--- src/logic/adsc_defines.svh ---
// constants for the converter sequencer: offsets, fields, resets, timing
// assumes inclusion by bare name from logic/ files
`ifndef ADSC_DEFINES_SVH
`define ADSC_DEFINES_SVH
`define ADSC_OFF_PORT     12'h00c
`define ADSC_OFF_RESULT   12'h020
`define ADSC_OFF_STATCTL  12'h024
`define ADSC_OFF_IRQ_STAT 12'h040
`define ADSC_OFF_IRQ_MASK 12'h044
`define ADSC_BIT_DONE     7
`define ADSC_BIT_RCSEL    6
`define ADSC_BIT_ENABLE   5
`define ADSC_WR_MASK      8'h6f
`define ADSC_RESULT_RST   8'h00
`define ADSC_STATCTL_RST  8'h00
`define ADSC_SAMPLE_CYC   4'hc
`define ADSC_RC_DIV       4'h3
`define ADSC_CH_REFHI     4'h8
`define ADSC_CH_REFMID    4'h9
`endif

--- src/logic/adsc_pkg.sv ---
// types for the converter sequencer
// assumes the defines header sits beside it
package adsc_pkg;
   typedef enum logic [1:0]
   {
      ADSC_IDLE   = 2'b00,
      ADSC_SAMPLE = 2'b01,
      ADSC_CONV   = 2'b10
   } adsc_state_t;
   typedef enum logic [1:0]
   {
      ADSC_SRC_PIN = 2'b00,
      ADSC_SRC_HI  = 2'b01,
      ADSC_SRC_MID = 2'b10,
      ADSC_SRC_LO  = 2'b11
   } adsc_src_t;
endpackage

--- src/logic/adsc_tick.sv ---
// conversion step tick: bus clock, or divided pulse standing for the rc oscillator
// assumes one clock; the rc oscillator is modelled by a divider enable
`timescale 1ns/1ps
`default_nettype none
`include "adsc_defines.svh"
module adsc_tick
(
   input  wire logic pclk,
   input  wire logic presetn,
   input  wire logic osc_on,
   input  wire logic use_osc,
   output logic      tick
);
   logic [3:0] div_reg;
   always_ff @(posedge pclk or negedge presetn)
   begin
      if (!presetn)
         div_reg <= 4'h0;
      else if (!osc_on)
         div_reg <= 4'h0;
      else if (div_reg == `ADSC_RC_DIV)
         div_reg <= 4'h0;
      else
         div_reg <= div_reg + 4'h1;
   end
   assign tick = use_osc ? (osc_on && div_reg == `ADSC_RC_DIV) : 1'b1;
endmodule
`default_nettype wire

--- src/logic/adsc_mux.sv ---
// selector decode: picks source from channel code
// assumes analog side performs the actual switching
`timescale 1ns/1ps
`default_nettype none
`include "adsc_defines.svh"
module adsc_mux
(
   input  wire logic [3:0] channel_select,
   output adsc_pkg::adsc_src_t src,
   output logic [2:0]      pin_index
);
   always_comb
   begin
      pin_index = channel_select[2:0];
      if (!channel_select[3])
         src = adsc_pkg::ADSC_SRC_PIN;
      else if (channel_select == `ADSC_CH_REFHI)
         src = adsc_pkg::ADSC_SRC_HI;
      else if (channel_select == `ADSC_CH_REFMID)
         src = adsc_pkg::ADSC_SRC_MID;
      else
         src = adsc_pkg::ADSC_SRC_LO;
   end
endmodule
`default_nettype wire

--- src/logic/adsc_top.sv ---
// converter sequencer: apb registers, sample/approximate sequencing, interrupt
// assumes analog front end answers cmp_above one cycle-stable per trial code
//
// The APB register port is this design's own decision.
`timescale 1ns/1ps
`default_nettype none
`include "adsc_defines.svh"
module adsc_top
(
   input  wire logic        pclk,
   input  wire logic        presetn,
   input  wire logic        psel,
   input  wire logic        penable,
   input  wire logic        pwrite,
   input  wire logic [11:0] paddr,
   input  wire logic [31:0] pwdata,
   output logic      [31:0] prdata,
   output logic             pready,
   output logic             pslverr,
   input  wire logic [7:0]  shared_input_pins,
   input  wire logic        stop_mode,
   input  wire logic        wait_mode,
   input  wire logic        cmp_above,
   output logic      [7:0]  dac_code,
   output logic             sample_switch,
   output logic      [2:0]  pin_index,
   output adsc_pkg::adsc_src_t src,
   output logic             converter_on,
   output logic             rc_osc_on,
   output logic             irq
);
   adsc_pkg::adsc_state_t state_reg;
   logic [7:0] statctl_reg;
   logic [7:0] result_reg;
   logic [7:0] sar_reg;
   logic [3:0] cnt_reg;
   logic [1:0] irq_stat_reg;
   logic [1:0] irq_mask_reg;
   logic       access;
   logic       wr_ctl;
   logic       rd_res;
   logic       tick;
   logic       done;
   logic [7:0] trial;
   logic       converter_enable;
   logic       rc_osc_select;
   logic       conversion_done_flag;
   logic [3:0] channel_select;

   assign converter_enable     = statctl_reg[`ADSC_BIT_ENABLE];
   assign rc_osc_select        = statctl_reg[`ADSC_BIT_RCSEL];
   assign conversion_done_flag = statctl_reg[`ADSC_BIT_DONE];
   assign channel_select       = statctl_reg[3:0];

   assign access = psel && penable;
   assign pready = 1'b1;
   assign pslverr = 1'b0;
   assign wr_ctl = access && pwrite && paddr == `ADSC_OFF_STATCTL;
   assign rd_res = access && !pwrite && paddr == `ADSC_OFF_RESULT;

   // stop halts the converter and the rc oscillator; wait has no effect on the converter
   assign converter_on = converter_enable && !stop_mode;
   assign rc_osc_on    = rc_osc_select && !stop_mode;

   adsc_tick u_tick
   (
      .pclk    (pclk),
      .presetn (presetn),
      .osc_on  (rc_osc_on),
      .use_osc (rc_osc_select),
      .tick    (tick)
   );

   adsc_mux u_mux
   (
      .channel_select (channel_select),
      .src            (src),
      .pin_index      (pin_index)
   );

   assign trial = sar_reg | (8'h80 >> cnt_reg[2:0]);
   // a control write in the same cycle aborts this conversion, so it never completes
   assign done  = converter_on && !wr_ctl && state_reg == adsc_pkg::ADSC_CONV && tick
                  && cnt_reg == 4'h7;

   // sequencer; a control write restarts from sampling
   always_ff @(posedge pclk or negedge presetn)
   begin
      if (!presetn)
      begin
         state_reg <= adsc_pkg::ADSC_IDLE;
         cnt_reg   <= 4'h0;
         sar_reg   <= 8'h00;
      end
      else if (!converter_on)
      begin
         state_reg <= adsc_pkg::ADSC_IDLE;
         cnt_reg   <= 4'h0;
      end
      else if (wr_ctl)
      begin
         state_reg <= adsc_pkg::ADSC_SAMPLE;
         cnt_reg   <= 4'h0;
         sar_reg   <= 8'h00;
      end
      else
      begin
         case (state_reg)
            adsc_pkg::ADSC_IDLE:
            begin
               state_reg <= adsc_pkg::ADSC_SAMPLE;
               cnt_reg   <= 4'h0;
               sar_reg   <= 8'h00;
            end
            adsc_pkg::ADSC_SAMPLE:
            begin
               // sampling counts bus cycles, not converter ticks
               if (cnt_reg == `ADSC_SAMPLE_CYC - 4'h1)
               begin
                  state_reg <= adsc_pkg::ADSC_CONV;
                  cnt_reg   <= 4'h0;
               end
               else
                  cnt_reg <= cnt_reg + 4'h1;
            end
            adsc_pkg::ADSC_CONV:
            begin
               if (tick)
               begin
                  if (cnt_reg == 4'h7)
                  begin
                     // result leaves through result_reg; the restart begins from zero
                     state_reg <= adsc_pkg::ADSC_SAMPLE;
                     cnt_reg   <= 4'h0;
                     sar_reg   <= 8'h00;
                  end
                  else
                  begin
                     sar_reg <= cmp_above ? trial : sar_reg;
                     cnt_reg <= cnt_reg + 4'h1;
                  end
               end
            end
            default:
               state_reg <= adsc_pkg::ADSC_IDLE;
         endcase
      end
   end

   assign sample_switch = state_reg == adsc_pkg::ADSC_SAMPLE;
   assign dac_code = (state_reg == adsc_pkg::ADSC_CONV) ? trial : sar_reg;

   // closed-switch run length for the sampling checks; a restart write begins a new run
   logic [4:0] samp_run_reg;
   always_ff @(posedge pclk or negedge presetn)
   begin
      if (!presetn)
         samp_run_reg <= 5'h00;
      else if (sample_switch && !wr_ctl)
         samp_run_reg <= samp_run_reg + 5'h01;
      else
         samp_run_reg <= 5'h00;
   end

   always_ff @(posedge pclk or negedge presetn)
   begin
      if (!presetn)
         result_reg <= `ADSC_RESULT_RST;
      else if (done)
         result_reg <= cmp_above ? trial : sar_reg;
   end

   // control bits; done flag set wins over read clear, write aborts so clears
   always_ff @(posedge pclk or negedge presetn)
   begin
      if (!presetn)
         statctl_reg <= `ADSC_STATCTL_RST;
      else if (wr_ctl)
         statctl_reg <= pwdata[7:0] & `ADSC_WR_MASK;
      else if (done)
         statctl_reg[`ADSC_BIT_DONE] <= 1'b1;
      else if (rd_res)
         statctl_reg[`ADSC_BIT_DONE] <= 1'b0;
   end

   // bit0 done event, bit1 abort-by-write event; write one clears
   always_ff @(posedge pclk or negedge presetn)
   begin
      if (!presetn)
      begin
         irq_stat_reg <= 2'b00;
         irq_mask_reg <= 2'b00;
      end
      else
      begin
         irq_stat_reg <= (irq_stat_reg & ~((access && pwrite &&
                          paddr == `ADSC_OFF_IRQ_STAT) ? pwdata[1:0] : 2'b00))
                         | {wr_ctl && state_reg != adsc_pkg::ADSC_IDLE, done};
         if (access && pwrite && paddr == `ADSC_OFF_IRQ_MASK)
            irq_mask_reg <= pwdata[1:0];
      end
   end
   assign irq = |(irq_stat_reg & irq_mask_reg);

   // read data registered in the setup phase; pins sampled on every port read, any mode
   always_ff @(posedge pclk or negedge presetn)
   begin
      if (!presetn)
         prdata <= 32'h0000_0000;
      else if (psel && !penable && !pwrite)
      begin
         if (paddr == `ADSC_OFF_PORT)
            prdata <= {24'h000000, shared_input_pins};
         else if (paddr == `ADSC_OFF_RESULT)
            prdata <= {24'h000000, result_reg};
         else if (paddr == `ADSC_OFF_STATCTL)
            prdata <= {24'h000000, statctl_reg};
         else if (paddr == `ADSC_OFF_IRQ_STAT)
            prdata <= {30'h00000000, irq_stat_reg};
         else if (paddr == `ADSC_OFF_IRQ_MASK)
            prdata <= {30'h00000000, irq_mask_reg};
         else
            prdata <= 32'h0000_0000;
      end
   end

   logic unused_wait;
   assign unused_wait = wait_mode;

   // long windows are counted in helper logic rather than written as repetitions
   a_sample_len: assert property (@(posedge pclk) disable iff (!presetn)
      $fell(sample_switch) && $past(converter_on) && !$past(wr_ctl) |->
      samp_run_reg == {1'b0, `ADSC_SAMPLE_CYC})
      else $error("sample window not 12 cycles");
   a_sample_max: assert property (@(posedge pclk) disable iff (!presetn)
      samp_run_reg <= {1'b0, `ADSC_SAMPLE_CYC})
      else $error("sample window too long");
   a_done_sets: assert property (@(posedge pclk) disable iff (!presetn)
      done && !wr_ctl |=> conversion_done_flag)
      else $error("done flag not set");
   a_read_clears: assert property (@(posedge pclk) disable iff (!presetn)
      rd_res && !done && !wr_ctl |=> !conversion_done_flag)
      else $error("result read did not clear flag");
   a_write_restart: assert property (@(posedge pclk) disable iff (!presetn)
      wr_ctl && converter_on && !stop_mode |=> state_reg == adsc_pkg::ADSC_SAMPLE
      && !conversion_done_flag) else $error("write did not restart");
   a_bit4_zero: assert property (@(posedge pclk) disable iff (!presetn)
      statctl_reg[4] == 1'b0) else $error("bit 4 set");
   a_off_hold: assert property (@(posedge pclk) disable iff (!presetn)
      !converter_on |=> $stable(result_reg)) else $error("result moved while off");
   a_stop_off: assert property (@(posedge pclk) disable iff (!presetn)
      stop_mode |-> !converter_on && !rc_osc_on) else $error("active in stop");
   a_result_load: assert property (@(posedge pclk) disable iff (!presetn)
      done |=> result_reg == $past(dac_code) || result_reg == $past(sar_reg))
      else $error("result not loaded");
   a_osc_alone: assert property (@(posedge pclk) disable iff (!presetn)
      rc_osc_select && !converter_enable && !stop_mode
      |-> rc_osc_on && !converter_on)
      else $error("rc oscillator not running alone");
   a_port_read: assert property (@(posedge pclk) disable iff (!presetn)
      psel && !penable && !pwrite && paddr == `ADSC_OFF_PORT
      |=> prdata == {24'h000000, $past(shared_input_pins)})
      else $error("port read lost pin levels");
   a_off_no_done: assert property (@(posedge pclk) disable iff (!presetn)
      !converter_on |-> !done)
      else $error("completion while converter off");
   a_flag_from_done: assert property (@(posedge pclk) disable iff (!presetn)
      $rose(conversion_done_flag) |-> $past(done))
      else $error("done flag set without completion");
   a_result_only_done: assert property (@(posedge pclk) disable iff (!presetn)
      !done |=> $stable(result_reg))
      else $error("result moved without completion");
   a_dac_msb: assert property (@(posedge pclk) disable iff (!presetn)
      state_reg == adsc_pkg::ADSC_CONV && cnt_reg == 4'h0
      |-> dac_code == 8'h80)
      else $error("first trial is not the top bit alone");
   a_abort_event: assert property (@(posedge pclk) disable iff (!presetn)
      wr_ctl && state_reg != adsc_pkg::ADSC_IDLE |=> irq_stat_reg[1])
      else $error("abort event not recorded");
   a_done_irq: assert property (@(posedge pclk) disable iff (!presetn)
      done |=> irq_stat_reg[0])
      else $error("completion event not recorded");
   a_stop_no_tick: assert property (@(posedge pclk) disable iff (!presetn)
      stop_mode && rc_osc_select |-> !tick)
      else $error("converter clocked during stop");

   c_done: cover property (@(posedge pclk) done);
   c_abort: cover property (@(posedge pclk) wr_ctl && state_reg == adsc_pkg::ADSC_CONV);
   c_rc: cover property (@(posedge pclk) done && rc_osc_select);
   c_auto_restart: cover property (@(posedge pclk) done ##1 sample_switch);
   c_osc_alone: cover property (@(posedge pclk) rc_osc_on && !converter_on);
endmodule
`default_nettype wire

--- config.mk ---
export PLATFORM = sky130hd
export DESIGN_NAME = adsc_top
export DESIGN_NICKNAME = d
export VERILOG_FILES = /design/src/logic/adsc_pkg.sv /design/src/logic/adsc_tick.sv /design/src/logic/adsc_mux.sv /design/src/logic/adsc_top.sv
export VERILOG_INCLUDE_DIRS = /design/src /design/src/logic
export SDC_FILE = /design/constraint.sdc
export NUM_CORES = 1
export LEC_CHECK = 0
export ABC_AREA = 0
export BUFFER_PORTS_ARGS = -buffer_cell sky130_fd_sc_hd__buf_2
export CAP_MARGIN = 10
export CORE_ASPECT_RATIO = 1.25
export CORE_MARGIN = 1
export CORE_UTILIZATION = 44
export CTS_BUF_LIST = sky130_fd_sc_hd__clkbuf_16
export CTS_CLUSTER_DIAMETER = 120
export CTS_CLUSTER_SIZE = 8
export DETAILED_ROUTE_END_ITERATION = 16
export GPL_ROUTABILITY_DRIVEN = 0
export GPL_TIMING_DRIVEN = 0
export MAX_ROUTING_LAYER = met4
export PLACE_DENSITY = 0.76
export SYNTH_ARGS = -nofsm -noshare
export SYNTH_HDL_FRONTEND = slang
export SYNTH_SLANG_ARGS = --single-unit
--- constraint.sdc ---
create_clock -name pclk -period 2 [get_ports pclk]
set_clock_uncertainty 0.15 [all_clocks]
set_input_delay 0.1 -clock pclk [delete_from_list [all_inputs] [get_ports pclk]]
set_output_delay 0.1 -clock pclk [all_outputs]
set_load 0.01 [all_outputs]
After elaboration in Yosys (flattened, before gate mapping)
Cells that the tools add are included.
- register bits: 69
- output and inout bits: 51
- logic and storage cells: 97
- add/sub/neg operators: 2
- equal/unequal tests: 17
- shifts and indexed selects: 1
- muxes and demuxes: 33
- bitwise gates (word level): 5
- reductions and logical operators: 29
- operators by type and width (kind ; number):
    $mux 8 ; 8
    $mux 4 ; 7
    $eq 12x6->1 const B ; 2
    $eq 12x7->1 const B ; 2
    $mux 2 ; 10
    $logic_and 1x1->1 ; 17
    $pmux 8 s2 ; 1
    $eq 12x4->1 const B ; 1
    $eq 4x4->1 const B ; 3
    $pmux 4 s3 ; 1
    $add 4x1->4 const B ; 2
    $or 8x8->8 ; 1
    $shr 8x3->8 const A ; 1
    $pmux 2 s3 ; 1
    $reduce_and 3->1 ; 2
    $reduce_bool 3->1 ; 2
    $mux 1 ; 5
    $ne 5x2->1 const B ; 1
    $and 2x2->2 ; 2
    $eq 4x2->1 const B ; 1
    $eq 4x3->1 const B ; 1
    $logic_not 1->1 ; 4
    $ne 4x2->1 const B ; 1
    $ne 4x3->1 const B ; 1
    other kinds (10) ; 10

Longest topological paths before layout
- depth after elaboration: 10
- mapped depth: 8

Modules after synthesis
Synthesis repeated with hierarchy kept, for this count alone.
- cells, all modules: 288
- area, all modules: 2796.4 um^2
- by module, submodules not included (module ; instances ; cells each ; area an instance (um^2) ; sequential area each (um^2)):
    adsc_top ; 1 ; 266 ; 2566.2 ; 1026.0
    adsc_tick ; 1 ; 16 ; 187.7 ; 100.1
    adsc_mux ; 1 ; 6 ; 42.5 ; 0.0

Worst setup path before layout
Ideal clock, no wire load.
- path type: register -> register
- from: reg u_tick.div_reg[0]
- to: reg result_reg[0]
- data arrival time: 1.700 ns
- required time: 1.716 ns
- setup slack: 0.016 ns
- cell stages (with the launch flop): 8
- buffers on the path: 1
- clock period less this slack: 1.984 ns
- cells stage by stage: dfrtp_1 > ha_1 > or3b_4 > a2111oi_4 > o21ai_2 > buf_6 > nand2_1 > o21ai_0
- longest elaborated chain between the ends: 5
- ends and longest elaborated chain (element ; line ; source):
    start: declaration ; adsc_tick.sv:14 ; logic [3:0] div_reg;
    start signal: assignment ; adsc_tick.sv:24 ; div_reg <= div_reg + 4'h1;
    $eq 4x2->1 (no source line) ; -- ;
    $logic_and 1x1->1 (no source line) ; -- ;
    $mux 1 ; adsc_tick.sv:26 ; assign tick = use_osc ? (osc_on && div_reg == `ADSC_RC_DIV) : 1'b1;
    $logic_and 1x1->1 ; adsc_top.sv:83 ; assign done = converter_on && !wr_ctl && state_reg == adsc_pkg::ADSC_CONV && tick
    $logic_and 1x1->1 ; adsc_top.sv:84 ; && cnt_reg == 4'h7;
    end signal: assignment ; adsc_top.sv:168 ; result_reg <= `ADSC_RESULT_RST;
    end signal: assignment ; adsc_top.sv:170 ; result_reg <= cmp_above ? trial : sar_reg;
    end: declaration ; adsc_top.sv:34 ; logic [7:0] result_reg;
Every way passes these cells.
A chain may end at the register's enable or synchronous reset.

Worst setup path in the final report
Ends and elaborated chain as after synthesis.

==> summary.txt <==
Setup path
  – Slowest CP cell: or3b_4
  – CP Launch Point: u_tick.div_reg[0]
  – Critical R2R Launch: u_tick.div_reg[0]
  – Reg2Reg Depth: 7
  – Crit path max fanout: 10
  – CP Class: flop to flop
  – Critical path launch point type: flop
  – Crit. path cell count: 7
  – R2R Setup Slk: -0.03 ns
  – Crit end category: flop
  – RR Endpoint: result_reg[0]
  – Arrival time worst endpoint: 2.06 ns
  – CP peak stage delay: 0.41 ns
  – CP Cell Sequence: ha_2 -> or3b_4 -> a2111oi_4 -> o21ai_2 -> buf_6 -> nand2_1 -> o21ai_1
  – CP Capture Point: result_reg[0]
  – Worst path buffer plus inverter count: 1
  – CP required: 2.02 ns
  – Crit path max-delay family: compound AO/OA/AOI/OAI gates

STA
  – Max_slew headroom: 32.7%
  – Slew Limit Fails: 0
  – Final hold vios: 0
  – Setup WS post-layout: -0.0336 ns
  – F_max: 492 MHz
  – Tcrit/Tclk final: 102%
  – Final setup fails: 4
  – Worst hold margin: 0.0317 ns
  – Worst-Margin Slew: 1.01 ns
  – Final min period: 2.03 ns
  – RSZ-0062 raised after global routing: true

Place
  – Placed Instances: 468
  – DP Worst Slack: -0.178 ns
  – # port buffers: 56
  – HPWL Detailed: 4.73 mm

Cells and area
  – Layout fillers: 557
  – Final non-filler cell total: 492
  – Area growth from synthesis to layout: 31.7%
  – FF+latch area: 0.00113 mm2
  – N_diodes: 0
  – Fin nets: 477
  – Area of the multi-input gates: 0.00156 mm2
  – Layout cells sized above 1: 35.1%

GRT
  – Number of antenna violations at the first check in global routing: 0
  – Largest net degree at the start of global routing: 46
  – Met2 GRT Util: 34.9%
  – Met3 Use GR: 3.66%
  – Global-route congestion overflow total: 0
  – Grt met1 use: 26.6%
  – Vias in the first global route: 2367
  – First-pass GRT wire length: 11.0 mm
  – Tot GR Track Use: 21.5%
  – Top Usage Layer GRT: met2

Logic synthesis
  – Mean Syn Cell Area: 9.21 um2
  – Sequential fraction of the synthesis area: 40.3%
  – Yosys top cell area share: 40.3%
  – Synth warn: 0
  – Synth cell count leaders: dfrtp_1 (45), nand2_1 (38), buf_4 (29), nor2_1 (27)
  – Post-Syn Area: 0.00279 mm2
  – Mapped Cells: 303
  – Unique masters post-synth: 58
  – Yosys top cell by area: dfrtp_1
  – Ys async rst share: 100%
  – FF+latch count, synth: 45
  – Post-synth EDFFs: 0
  – Top_reg_cell synth: dfrtp_1
  – Synth top area cells: dfrtp_1 (40%), buf_4 (7.8%), nand2_1 (5.1%)
  – Top-count cell post-synth: dfrtp_1

Detailed routing
  – DR vias/cell: 5.03
  – Total wire length: 6.58 mm
  – Average routed wire per standard cell: 13.4 um
  – Initial DRC count: 160
  – Post-route ant nets: 0
  – Via count: 2476
  – Initial DRT Pass Iterations: 7
  – Residual DRC: 0

Clocking
  – CTS clock-pin slew for the worst setup and hold paths: 0.07 ns
  – CTS buffer count: 5
  – Clk sinks: 45
  – Clk buf depth: 2
  – TritonCTS clock tree: yes
  – Clk root buf: clkbuf_16
  – H-Tree Depth: 2
  – Skew-Pair Late Insertion Delay: 0.29 ns

Pwr
  – Worst vdd ir: 0.384 mV
  – Pwr dens: 522 mW/mm2
  – Total power: 0.00192 W
  – Leak: 1.84 nW

Floorplan
  – Ports: 111
  – FP Rows: 32
  – CORE AREA: 0.00617 mm2
  – Initial Utilization: 45.3%
  – Die area: 0.00667 mm2
  – Chip Width: 73.2 um
  – Die Ht: 91.1 um

Min path
  – Hold Crit Class: input port to flop

Outcome
  – Status: complete, but fails checks
  – Failing checks: negative setup slack

Run
  – Maximum Capacitance Violations: 0
[worst min-delay path, cell delays in order]
cell	delay, ns
buf_2	0.07
nor2_1	0.06
nand4_1	0.07
a21oi_1	0.06
nor2_1	0.07
[worst min-delay path by stage]
stage,from,to,slack [ns],cells after the start
after floorplan,presetn,cnt_reg[0],-0.35,0
after global placement,pwdata[2],statctl_reg[2],0.16,3
after detailed placement,pwdata[2],statctl_reg[2],0.16,3
after CTS,paddr[10],statctl_reg[7],0.03,5
after global routing,paddr[10],statctl_reg[7],0.06,5
final,paddr[10],statctl_reg[7],0.03,5
[report_power, final]
| part | internal [W] | switching [W] | total, W | leakage, nW |
|---|---|---|---|---|
| Combinational | 0.0000807 | 0.0000940 | 0.000175 | 1.14 |
| Clock | 0.000469 | 0.000365 | 0.000835 | 0.0704 |
| Sequential | 0.000910 | 0.000000499 | 0.000911 | 0.627 |
[layout by cell type (no fill, tap or decap), types with 4 or more instances in the layout]
cell / count
buf_2: 58
dfrtp_1: 44
nand2_1: 38
buf_4: 36
conb_1: 26
nor2_1: 25
a21oi_1: 16
o21ai_0: 13
inv_1: 10
dlygate4sd3_1: 9
a31oi_1: 7
ha_1: 7
o21ai_1: 6
a32oi_1: 6
a21o_1: 5
a31o_2: 5
a2bb2oi_1: 5
clkbuf_16: 5
mux2_2: 4
clkbuf_1: 4
and3b_1: 4
[stage by stage]
step           util, %  TNS, ns  area, um2
2_1_floorplan        -        0       2880
3_3_place_gp      53.0    -2.23       3270
3_5_place_dp      53.0    -2.73       3270
4_1_cts           57.9        0       3570
5_1_grt           59.6   -0.831       3680
6_report          59.6  -0.0434       3680
[metal layers]
layer / vias up / routed length, um
li1: 1236 / -
met1: 1159 / 2830
met3: 12 / 249
met2: 69 / 3370
met4: 0 / 131
met5: - / 0
[kinds of logic after synthesis]
kind of cell	share of synthesized area, %
AND/OR/NAND/NOR	20.9
AO/OA/AOI/OAI	19.9
buffers and inverters	11.0
flip-flops	40.3
adder cells (fa/ha/maj)	4.93
multiplexers	2.33
other	0.269
XOR/XNOR	0.314
[what timing repair did]
action	CTS	global route
pin swaps	3	5
hold endpoints to repair	56	0
gates resized for setup	10	19
buffers inserted	4	3
hold buffers	9	0
endpoints found under the setup margin	26	22
[final cells by class]
type	instances	share of cell area [%]
clock buffers	5	3.40
clock inverters	3	0.681
well taps	85	2.89
inverters	10	1.02
multi-input cells	232	42.3
plain buffers	40	7.55
repair buffers	72	11.5
flip-flops and latches	45	30.7
Note: power is estimated with default switching activity, not from simulation.
